File: config.mk
export PLATFORM = sky130hd
export DESIGN_NAME = sfw_core
export DESIGN_NICKNAME = d
export VERILOG_FILES = /design/src/sfw_pkg.sv /design/src/sfw_sync.sv /design/src/sfw_core.sv
export SDC_FILE = /design/constraint.sdc
export NUM_CORES = 1
export LEC_CHECK = 0
export BUFFER_PORTS_ARGS = -buffer_cell sky130_fd_sc_hd__clkbuf_2
export CELL_PAD_IN_SITES_DETAIL_PLACEMENT = 0
export CELL_PAD_IN_SITES_GLOBAL_PLACEMENT = 1
export CORE_UTILIZATION = 45
export CTS_CLUSTER_DIAMETER = 100
export CTS_CLUSTER_SIZE = 24
export DETAILED_ROUTE_END_ITERATION = 6
export PLACE_DENSITY_LB_ADDON = 0.1
export SYNTH_ARGS = -nofsm -noshare
export SYNTH_HDL_FRONTEND = slang
export SYNTH_SLANG_ARGS = --single-unit
File: constraint.sdc
create_clock -name clk -period 2.6 [get_ports clk]
set_input_delay 0.13 -clock clk [delete_from_list [all_inputs] [get_ports clk]]
set_output_delay 0.13 -clock clk [all_outputs]
set_load 0.01 [all_outputs]
File: src/sfw_pkg.sv
// What this block does
// - A wake code framed alone by chip select wakes the device after a short release delay.
// - After the dummy bytes the identity byte is driven MSB first, changing on falling edges.
// - The identity byte repeats while clocks run and the command ends when chip select rises.
// - An identity read issued while asleep wakes the device only after its own release delay.
// - A wake/identity command that arrives while busy is ignored; the busy cycle runs on.
// - The maker/device identity command with a zero address returns maker, then device byte.
// - With an address of one the device byte comes first and the maker byte second.
// - The two identity bytes alternate while clocks continue, until chip select rises.
// - While asleep only the wake/identity command is recognised and all others are ignored.
// - The device sleeps within its entry delay after chip select rises behind the sleep code.
// - The release delay after a wake-only command does not exceed 3 microseconds.
// - The release delay after a wake with identity read does not exceed 1.8 microseconds.
`default_nettype none
package sfw_pkg;
   localparam logic [7:0] CMD_WAKE  = 8'hAB;
   localparam logic [7:0] CMD_IDS   = 8'h90;
   localparam logic [7:0] CMD_SLEEP = 8'hB9;
   localparam logic [23:0] ADDR_SWAP = 24'h000001;
   localparam int DUMMY_BYTES = 3;
   localparam int CLK_MHZ = 125;
   // Times in nanoseconds; every delay rounds down to whole cycles.
   localparam int WAKE_ONLY_DELAY_NS = 3000;
   localparam int WAKE_WITH_ID_DELAY_NS = 1800;
   localparam int SLEEP_ENTRY_DELAY_NS = 3000;
   localparam int WAKE_ONLY_CYC = WAKE_ONLY_DELAY_NS * CLK_MHZ / 1000;
   localparam int WAKE_WITH_ID_CYC = WAKE_WITH_ID_DELAY_NS * CLK_MHZ / 1000;
   localparam int SLEEP_ENTRY_CYC = SLEEP_ENTRY_DELAY_NS * CLK_MHZ / 1000;
   localparam logic [1:0] SYNC_RESET = 2'h3;

   typedef enum logic [2:0] {ST_CMD, ST_ADDR, ST_OUT, ST_SKIP} sfw_phase_type;
   typedef enum logic [1:0] {PW_AWAKE, PW_ENTER, PW_SLEEP, PW_WAKING} sfw_power_type;

   typedef struct packed {
      logic sclk;
      logic cs_n;
      logic mosi;
   } sfw_pins_type;

   typedef struct packed {
      logic miso_o;
      logic miso_oe;
   } sfw_out_type;
endpackage
`default_nettype wire

File: src/sfw_sync.sv
`timescale 1ns/1ps
`default_nettype none
// ------------------------------------------------------------
// Two-stage pin synchroniser
// ------------------------------------------------------------
module sfw_sync (
   input  wire logic                clk,
   input  wire logic                rstn,
   input  wire logic                ce,
   input  wire sfw_pkg::sfw_pins_type pin_in,
   output var  sfw_pkg::sfw_pins_type pin_out
);
   sfw_pkg::sfw_pins_type meta_ff;

   // The first stage is read only by the second, never by logic.
   always_ff @(posedge clk) begin
      if (!rstn) begin
         meta_ff <= '{sclk: 1'b0, cs_n: 1'b1, mosi: 1'b0};
         pin_out <= '{sclk: 1'b0, cs_n: 1'b1, mosi: 1'b0};
      end else if (ce) begin
         meta_ff <= pin_in;
         pin_out <= meta_ff;
      end
   end
endmodule // sfw_sync
`default_nettype wire

File: src/sfw_core.sv
`timescale 1ns/1ps
`default_nettype none
// ------------------------------------------------------------
// Wake and identity command interpreter
// ------------------------------------------------------------
module sfw_core (
   input  wire logic                  clk,
   input  wire logic                  rstn,
   input  wire logic                  ce,
   input  wire logic                  sclk,
   input  wire logic                  cs_n,
   input  wire logic                  mosi,
   input  wire logic                  busy,
   input  wire logic [7:0]            maker_id,
   input  wire logic [7:0]            device_id,
   output logic                       miso_o,
   output logic                       miso_oe,
   output logic                       asleep,
   output logic                       ready
);
   typedef struct packed {
      sfw_pkg::sfw_phase_type phase;
      sfw_pkg::sfw_power_type power;
      logic [7:0]             cmd;
      logic [23:0]            shreg;
      logic [4:0]             bitcnt;
      logic [7:0]             obyte;
      logic [2:0]             obit;
      logic                   swap_sel;
      logic                   is_ids;
      logic                   id_done;
      logic                   wake_req;
      logic [8:0]             timer;
      logic                   sclk_d;
      logic                   cs_d;
      logic                   oe;
      logic                   dout;
   } sfw_state_type;

   sfw_pkg::sfw_pins_type raw_pins;
   sfw_pkg::sfw_pins_type pins;
   sfw_state_type         st_ff;
   sfw_state_type         nxt_st;

   assign raw_pins = '{sclk: sclk, cs_n: cs_n, mosi: mosi};

   sfw_sync u_sync (
      .clk     (clk),
      .rstn    (rstn),
      .ce      (ce),
      .pin_in  (raw_pins),
      .pin_out (pins)
   );

   logic rise;
   logic fall;
   logic cs_rise;
   logic cs_fall;
   assign rise    = pins.sclk & ~st_ff.sclk_d & ~pins.cs_n;
   assign fall    = ~pins.sclk & st_ff.sclk_d & ~pins.cs_n;
   assign cs_rise = pins.cs_n & ~st_ff.cs_d;
   assign cs_fall = ~pins.cs_n & st_ff.cs_d;

   // Picks the byte for an ordinal during the alternating identity read.
   function automatic logic [7:0] pick_id(input logic second, input logic swap,
                                          input logic [7:0] mk, input logic [7:0] dv);
      pick_id = (second ^ swap) ? dv : mk;
   endfunction

   // ------------------------------------------------------------
   // Next-state logic
   // ------------------------------------------------------------
   always_comb begin
      nxt_st = st_ff;
      nxt_st.sclk_d = pins.sclk;
      nxt_st.cs_d = pins.cs_n;
      // Power timer runs regardless of framing; the host must hold chip select high.
      if (st_ff.timer != 9'h000) begin
         nxt_st.timer = st_ff.timer - 9'h001;
      end else if (st_ff.power == sfw_pkg::PW_ENTER) begin
         nxt_st.power = sfw_pkg::PW_SLEEP;
      end else if (st_ff.power == sfw_pkg::PW_WAKING) begin
         nxt_st.power = sfw_pkg::PW_AWAKE;
      end
      if (cs_fall) begin
         nxt_st.phase = sfw_pkg::ST_CMD;
         nxt_st.bitcnt = 5'h00;
         nxt_st.oe = 1'b0;
         nxt_st.id_done = 1'b0;
         nxt_st.wake_req = 1'b0;
      end
      if (rise) begin
         unique case (st_ff.phase)
            sfw_pkg::ST_CMD: begin
               nxt_st.cmd = {st_ff.cmd[6:0], pins.mosi};
               nxt_st.bitcnt = st_ff.bitcnt + 5'h01;
               if (st_ff.bitcnt == 5'h07) begin
                  nxt_st.bitcnt = 5'h00;
                  // Asleep, only the wake code is heard; busy, it is dropped.
                  if ({st_ff.cmd[6:0], pins.mosi} == sfw_pkg::CMD_WAKE && !busy) begin
                     nxt_st.phase = sfw_pkg::ST_ADDR;
                     nxt_st.is_ids = 1'b0;
                     nxt_st.wake_req = 1'b1;
                  end else if ({st_ff.cmd[6:0], pins.mosi} == sfw_pkg::CMD_IDS &&
                               st_ff.power == sfw_pkg::PW_AWAKE) begin
                     nxt_st.phase = sfw_pkg::ST_ADDR;
                     nxt_st.is_ids = 1'b1;
                  end else if ({st_ff.cmd[6:0], pins.mosi} == sfw_pkg::CMD_SLEEP &&
                               st_ff.power == sfw_pkg::PW_AWAKE) begin
                     nxt_st.phase = sfw_pkg::ST_SKIP;
                     nxt_st.wake_req = 1'b1;
                  end else begin
                     nxt_st.phase = sfw_pkg::ST_SKIP;
                  end
               end
            end
            sfw_pkg::ST_ADDR: begin
               // Dummy bytes are shifted in but only the identity command reads them.
               nxt_st.shreg = {st_ff.shreg[22:0], pins.mosi};
               nxt_st.bitcnt = st_ff.bitcnt + 5'h01;
               if (st_ff.bitcnt == 5'(8 * sfw_pkg::DUMMY_BYTES - 1)) begin
                  nxt_st.phase = sfw_pkg::ST_OUT;
                  nxt_st.swap_sel = st_ff.is_ids &&
                     ({st_ff.shreg[22:0], pins.mosi} == sfw_pkg::ADDR_SWAP);
                  nxt_st.obit = 3'h0;
                  nxt_st.id_done = 1'b1;
                  nxt_st.obyte = st_ff.is_ids
                     ? pick_id(1'b0, ({st_ff.shreg[22:0], pins.mosi} == sfw_pkg::ADDR_SWAP),
                               maker_id, device_id)
                     : device_id;
               end
            end
            sfw_pkg::ST_SKIP: begin
               // Clocks past the sleep code cancel it, so the code must end the frame.
               nxt_st.wake_req = 1'b0;
            end
            default: begin
            end
         endcase
      end
      // Output changes on falling clock edges, MSB first.
      if (fall && st_ff.phase == sfw_pkg::ST_OUT) begin
         nxt_st.oe = 1'b1;
         nxt_st.dout = st_ff.obyte[3'h7 - st_ff.obit];
         nxt_st.obit = st_ff.obit + 3'h1;
         if (st_ff.obit == 3'h7) begin
            // Wake command repeats its byte; identity command alternates.
            nxt_st.swap_sel = st_ff.is_ids ? ~st_ff.swap_sel : st_ff.swap_sel;
            nxt_st.obyte = st_ff.is_ids
               ? pick_id(1'b1, st_ff.swap_sel, maker_id, device_id)
               : device_id;
         end
      end
      if (pins.cs_n) begin
         nxt_st.oe = 1'b0;
         nxt_st.phase = sfw_pkg::ST_CMD;
         nxt_st.bitcnt = 5'h00;
      end
      if (cs_rise && st_ff.wake_req && st_ff.phase == sfw_pkg::ST_SKIP &&
          st_ff.cmd == sfw_pkg::CMD_SLEEP && st_ff.bitcnt == 5'h00) begin
         nxt_st.power = sfw_pkg::PW_ENTER;
         nxt_st.timer = 9'(sfw_pkg::SLEEP_ENTRY_CYC - 1);
      end else if (cs_rise && st_ff.wake_req && st_ff.cmd == sfw_pkg::CMD_WAKE &&
                   st_ff.power != sfw_pkg::PW_AWAKE) begin
         // Identity read after sleep uses the longer-named, shorter delay.
         nxt_st.power = sfw_pkg::PW_WAKING;
         nxt_st.timer = st_ff.id_done ? 9'(sfw_pkg::WAKE_WITH_ID_CYC - 1)
                                      : 9'(sfw_pkg::WAKE_ONLY_CYC - 1);
      end
      if (cs_rise) begin
         nxt_st.wake_req = 1'b0;
      end
   end

   // ------------------------------------------------------------
   // State register
   // ------------------------------------------------------------
   always_ff @(posedge clk) begin
      if (!rstn) begin
         st_ff <= '{phase: sfw_pkg::ST_CMD, power: sfw_pkg::PW_AWAKE, cmd: 8'h00,
                    shreg: 24'h000000, bitcnt: 5'h00, obyte: 8'h00, obit: 3'h0,
                    swap_sel: 1'b0, is_ids: 1'b0, id_done: 1'b0, wake_req: 1'b0,
                    timer: 9'h000, sclk_d: 1'b0, cs_d: 1'b1, oe: 1'b0, dout: 1'b0};
      end else if (ce) begin
         st_ff <= nxt_st;
      end
   end

   assign miso_o  = st_ff.dout;
   assign miso_oe = st_ff.oe;
   assign asleep  = (st_ff.power == sfw_pkg::PW_SLEEP);
   assign ready   = (st_ff.power == sfw_pkg::PW_AWAKE);
endmodule // sfw_core
`default_nettype wire

Word level (Yosys, flattened, before mapping)

Index checks and enable logic that the tools add are counted.

Bitwise gates (word level): 11
Equal/unequal tests: 17
Order comparisons: 1
Muxes and demuxes: 50
Reductions and logical operators: 33
Add/subtract/negate cells: 4

Operators by type and width:

| operator                                         | count |
|---|---|
| == test 8 bit, second input constant             | 5 |
| 2-to-1 mux 8 bit                                 | 5 |
| 2-to-1 mux 12 bit                                | 3 |
| 2-to-1 mux 9 bit                                 | 4 |
| == test 24 x 1 -> 1 bit, second input constant   | 1 |
| 2-to-1 mux 20 bit                                | 1 |
| 2-to-1 mux 2 bit                                 | 9 |
| 2-to-1 mux 1 bit                                 | 16 |
| 2-to-1 mux 3 bit                                 | 5 |
| 2-to-1 mux 5 bit                                 | 3 |
| logical AND 1 bit                                | 11 |
| case mux 5 bit (2 select lines)                  | 1 |
| nonzero test 2 bit                               | 5 |
| AND reduction 3 bit                              | 3 |
| nonzero test 9 bit                               | 1 |
| subtractor 9 x 1 -> 9 bit, second input constant | 1 |
| AND reduction 2 bit                              | 4 |
| AND 1 bit                                        | 6 |
| == test 3 x 2 -> 1 bit, second input constant    | 2 |
| case mux 3 bit (2 select lines)                  | 1 |
| nonzero test 3 bit                               | 2 |
| adder 5 x 1 -> 5 bit, second input constant      | 1 |
| == test 5 x 3 -> 1 bit, second input constant    | 1 |
| == test 5 bit, second input constant             | 1 |
| other kinds (19)                                 | 24 |

Bits in registers: 76
Logic and storage cells: 138
Input port bits: 23

Depth between registers and ports, before layout

Word-level depth: 11
Gate-level depth with buffers: 8
Depth with buffers taken out: 8

Modules after synthesis

From an unflattened synthesis, not the netlist that was laid out.

Cells, all modules: 416
Area total of the unflattened synthesis: 3788.6 µm²

By module, submodules not included:

| module   | cells an instance | sequential area each (µm²) | area an instance (µm²) | times used |
|---|---|---|---|---|
| sfw_core | 397               | 1381.3                     | 3564.7                 | 1 |
| sfw_sync | 19                | 120.1                      | 224.0                  | 1 |

Worst setup path before layout

No wires, ideal clock.

Path type: register to register
Start point: register st_ff[4] in the netlist's numbering
End point: register st_ff[8] in the netlist's numbering
Cell stages (with the launch flop): 9
Arrival time: 1.826 ns
Clock period less this slack: 1.884 ns
Library setup time: 0.058 ns
Buffers on the path: 0
Setup slack: 0.716 ns
Cell sequence: dfxtp_1 inv_1 ha_1 nor3b_1 nand2_1 or3_1 a31o_1 o21ai_1 o211a_1

Cells in the longest elaborated chain, start to end: 4

RTL lines:

| what                      | line            | text |
|---|---|---|
| start: declaration        | sfw_core.sv:42  | `sfw_state_type st_ff;` |
| start signal: assignment  | sfw_core.sv:180 | `st_ff <= '{phase: sfw_pkg::ST_CMD, power: sfw_pkg::PW_AWAKE, cmd: 8'h00,` |
| start signal: assignment  | sfw_core.sv:185 | `st_ff <= nxt_st;` |
| subtractor 9 x 1 -> 9 bit | sfw_core.sv:79  | `nxt_st.timer = st_ff.timer - 9'h001;` |
| 2-to-1 mux 9 bit          | sfw_core.sv:78  | `if (st_ff.timer != 9'h000) begin` |
| 2-to-1 mux 9 bit          | sfw_core.sv:163 | `end else if (cs_rise && st_ff.wake_req && st_ff.cmd == sfw_pkg::CMD_WAKE &&` |
| 2-to-1 mux 9 bit          | sfw_core.sv:159 | `if (cs_rise && st_ff.wake_req && st_ff.phase == sfw_pkg::ST_SKIP &&` |

Several ways; a longest one is shown, not always the timed one. The select of a mux whose other input is x is not followed.
A chain may end at the register's enable or synchronous reset.

Worst setup path in the final report

Start point: register st_ff[67] in the netlist's numbering
End point: register st_ff[26] in the netlist's numbering

Cells in the longest elaborated chain, start to end: 5

RTL lines:

| what                   | line            | text |
|---|---|---|
| == test 3 x 1 -> 1 bit | sfw_core.sv:93  | `unique case (st_ff.phase)` |
| 2-to-1 mux 12 bit      | sfw_core.sv:93  |  |
| 2-to-1 mux 20 bit      | sfw_core.sv:92  | `if (rise) begin` |
| 2-to-1 mux 8 bit       | sfw_core.sv:146 | `if (st_ff.obit == 3'h7) begin` |
| 2-to-1 mux 12 bit *    | sfw_core.sv:142 | `if (fall && st_ff.phase == sfw_pkg::ST_OUT) begin` |

Every way passes the cells marked *; elsewhere a longest branch is shown, timed or not. The select of a mux whose other input is x is not followed.

==> impl_metrics.yaml <==
outcome:
  run_status: "complete, no violations"
sta:
  unrepaired_setup_endpoints_after_global_routing: "no"
  final_period_minus_worst_setup_slack_ps: 2200
  max_slew.worst_pin.slew_ps: 545
  timing.setup.tns_ps: 0
  maxSlewHeadroom_pct: 63.4
  max_freq_ghz: 0.455
  slew_viol_final: 0
  worst_clock_skew_ps: 7.87
  setup_viol_count_final: 0
  final_worst_path_cycle_share_pct: 84.5
  timing.final.hold_violations: 0
grt:
  grt_usage_pct: 21.5
  antenna_found_initial: 0
  grt_first_pass_wirelength_um: 15100
  pin_count_of_the_biggest_net_entering_global_routing: 40
  first_global_vias: 3098
  globalRouteOverflowTotal: 0
worst_setup_path:
  timing.critical_path.required_ps: 2830
  worstPathMaxFanout: 17
  setup.reg_to_reg.worst_slack_ps: 400
  cp-start-kind: "flop"
  critical_path_class: "reg2reg"
  critical_path.endpoint_type: "flop"
  critical_path_arrival_ps: 2420
synth:
  ys_async_sr_fraction_pct: 0
  ys.warnings.count: 0
  post_synth_instance_area_sq_um: 3850
  synth_top_flop_cell: "sky130_fd_sc_hd__dfxtp_1"
  synthesis.instances: 450
  synth-edff-count: 0
  yosysUniqueCellTypes: 56
  postSynthAreaPerCell_sq_um: 8.56
  syn_nets: 478
  synth.ff_latch_count: 75
  yosysSeqAreaShare_pct: 39.0
power_and_ir_drop:
  p_leak_nw: 1.63
  share_seq_of_total_power_pct: 46.1
  sw_frac_of_total_pct: 30.8
  net-switching-power_w: 0.000872
  internal_dissipation_w: 0.00196
  power.ir.vdd_worst_uv: 245
  power_per_standard_cell_area_nw_per_um2: 660
  clockPowerShare_pct: 31.5
  share_comb_of_total_power_pct: 22.4
detailed_routing:
  finalWirelength_um: 8840
  dr.first_iter.drc_count: 133
  wl_met3_um: 279
  routed_via_density: 5.60
  vias: 3286
  wl_met1_um: 4420
  met2RoutedLength_um: 4070
  dr.max_layer_used: "met4"
  antenna_left: 0
  route.detailed.wl_per_inst_um: 15.1
  first_pass_iters: 4
  drc: 0
die:
  core_region_area_sq_um: 8260
  row_count: 33
  floorplan.io_pins: 27
  die_h_um: 94.5
  width_of_the_chip_um: 94.5
  floorplan.initialDensity_pct: 46.6
  dieArea_sq_um: 8930
placement:
  dpl.cell_count: 570
  placer_s_final_routability_congestion_estimate: 0.776
  detailed_place_hpwl_um: 6090
  buffer_ports.inserted: 26
final_layout:
  n_antenna_cell: 0
  final_net_count: 505
  final_layout_size_suffix_gt1_share_pct: 13.1
  syn2layout_area_growth_pct: 11.3
  fillers: 808
  final_cell_mix: "87 x sky130_fd_sc_hd__nand2_1, 75 x sky130_fd_sc_hd__dfxtp_1, 33 x sky130_fd_sc_hd__a21boi_0"
  final_common_cell: "sky130_fd_sc_hd__nand2_1"
  stdcell_count: 587
clock_tree:
  cts-buffers-inserted: 9
  cts_clock_pin_slew_for_the_worst_setup_and_hold_paths_ps: 80
  ctsLongestPathBuffers: 2
  ctsHtreeMaxLevel: 3
  clk_root_buffer_cell: "sky130_fd_sc_hd__clkbuf_8"
  tritoncts: "yes"
  cts_sinks: 75
  post_cts_buffers: 0
  clock_insertion_delay_worst_skew_ps: 350
hold_path:
  worst_hold_path_type: "in2reg"
flow_run:
  drv.max_cap_violation_count: 0
-- path summary, 6_finish.rpt --
path                                 from                end  cells after the start
worst min register to register  st_ff[55]          st_ff[55]                      2
worst max register to register  st_ff[67]          st_ff[26]                      6
worst min-delay path                 sclk  u_sync.meta_ff[2]                      3
worst max-delay path            st_ff[67]          st_ff[26]                      6
-- critical path: stages (launching register included) --
cell                        delay [ps]
sky130_fd_sc_hd__dfxtp_1           460
sky130_fd_sc_hd__nand4bb_1         270
sky130_fd_sc_hd__or4b_1            590
sky130_fd_sc_hd__o21ai_0           120
sky130_fd_sc_hd__nand2_1           270
sky130_fd_sc_hd__o2bb2ai_1         230
sky130_fd_sc_hd__o2bb2ai_1         130
-- Yosys cell counts (2+ instances only) --
| cell | n | area (sq um) |
|---|---|---|
| sky130_fd_sc_hd__nor2_1 | 18 | 67.6 |
| sky130_fd_sc_hd__mux4_2 | 2 | 45.0 |
| sky130_fd_sc_hd__a21oi_1 | 10 | 50.1 |
| sky130_fd_sc_hd__nor2b_1 | 14 | 87.6 |
| sky130_fd_sc_hd__a22oi_1 | 5 | 37.5 |
| sky130_fd_sc_hd__o2bb2ai_1 | 17 | 149 |
| sky130_fd_sc_hd__or2_2 | 3 | 18.8 |
| sky130_fd_sc_hd__nand2_1 | 87 | 327 |
| sky130_fd_sc_hd__nand4_1 | 4 | 25.0 |
| sky130_fd_sc_hd__nand4bb_1 | 3 | 33.8 |
| sky130_fd_sc_hd__buf_6 | 2 | 22.5 |
| sky130_fd_sc_hd__or3_1 | 5 | 31.3 |
| sky130_fd_sc_hd__nand3_1 | 11 | 55.1 |
| sky130_fd_sc_hd__a31oi_1 | 3 | 18.8 |
| sky130_fd_sc_hd__inv_1 | 8 | 30.0 |
| sky130_fd_sc_hd__o211ai_1 | 2 | 15.0 |
| sky130_fd_sc_hd__o21ai_0 | 23 | 115 |
| sky130_fd_sc_hd__nand3b_1 | 4 | 30.0 |
| sky130_fd_sc_hd__ha_1 | 5 | 62.6 |
| sky130_fd_sc_hd__nor4b_1 | 2 | 17.5 |
| sky130_fd_sc_hd__buf_2 | 4 | 20.0 |
| sky130_fd_sc_hd__nor3_1 | 7 | 35.0 |
| sky130_fd_sc_hd__o211a_1 | 4 | 40.0 |
| sky130_fd_sc_hd__mux2i_1 | 27 | 270 |
| sky130_fd_sc_hd__a21boi_0 | 33 | 248 |
| sky130_fd_sc_hd__nor3b_1 | 2 | 15.0 |
| sky130_fd_sc_hd__nor4_1 | 8 | 50.1 |
| sky130_fd_sc_hd__a21boi_1 | 6 | 45.0 |
| sky130_fd_sc_hd__and2_1 | 5 | 31.3 |
| sky130_fd_sc_hd__o21ai_1 | 5 | 25.0 |
| sky130_fd_sc_hd__and3_1 | 3 | 18.8 |
| sky130_fd_sc_hd__nand2b_1 | 5 | 31.3 |
| sky130_fd_sc_hd__clkbuf_1 | 14 | 52.6 |
| sky130_fd_sc_hd__dfxtp_1 | 75 | 1500 |
| sky130_fd_sc_hd__or4_1 | 3 | 22.5 |
-- per-stage QoR --
step	instance area, sq um	util [%]	total power, W	setup slack [ps]	hold WS (ps)
floorplan	3850	-	0.00179	716	258
global placement	4080	49.4	0.00195	468	348
detailed placement	4080	49.4	0.00196	414	357
CTS	4290	51.9	0.00286	403	32.4
global route	4290	51.9	0.00301	229	36.1
finish	4290	51.9	0.00283	403	38.1
-- routing by layer --
metal / vias to the layer above / GRT usage (%)
met5: - / 0
met4: 0 / 4.55
met3: 9 / 4.19
met2: 41 / 33.9
met1: 1553 / 30.3
li1: 1683 / -
-- final cells by class --
type / count / area, sq um / share of cell area, %
multi-input cells: 345 / 2210 / 51.5
flip-flops and latches: 75 / 1500 / 35.0
repair buffers: 38 / 223 / 5.20
well taps: 105 / 131 / 3.06
clock buffers: 10 / 128 / 2.98
clock inverters: 6 / 66.3 / 1.55
inverters: 8 / 30.0 / 0.701
-- logic make-up (layout without fill, tap and decap cells) --
group	count (synthesis)	after routing	synth area share (%)
AO/OA/AOI/OAI	117	117	21.6
XOR/XNOR	1	1	0.228
adder cells (fa/ha/maj)	5	5	1.62
buffers and inverters	30	62	3.67
flip-flops	75	75	39.0
multiplexers	29	29	8.19
AND/OR/NAND/NOR	193	193	25.6
-- flip-flops by register name (all words and copies together) (netlist names) --
signal and count:
u_sync.pin_out 3, u_sync.meta_ff 3, miso_oe 1, st_ff 67
miso_o 1
-- power groups by stage --
stage / sequential, W / clock [W] / combinational, W
global route: 0.00132 / 0.000965 / 0.000724
finish: 0.00131 / 0.000893 / 0.000633
floorplan: 0.00131 / 0 / 0.000487
detailed placement: 0.00133 / 0 / 0.000630
global placement: 0.00133 / 0 / 0.000624
CTS: 0.00130 / 0.000919 / 0.000636
-- repair_timing --
item | CTS | global route
hold buffers | 1 | 0
endpoints found under the hold margin | 1 | 0
gates resized for setup | 0 | 0
Note: power is estimated with default switching activity, not from simulation.
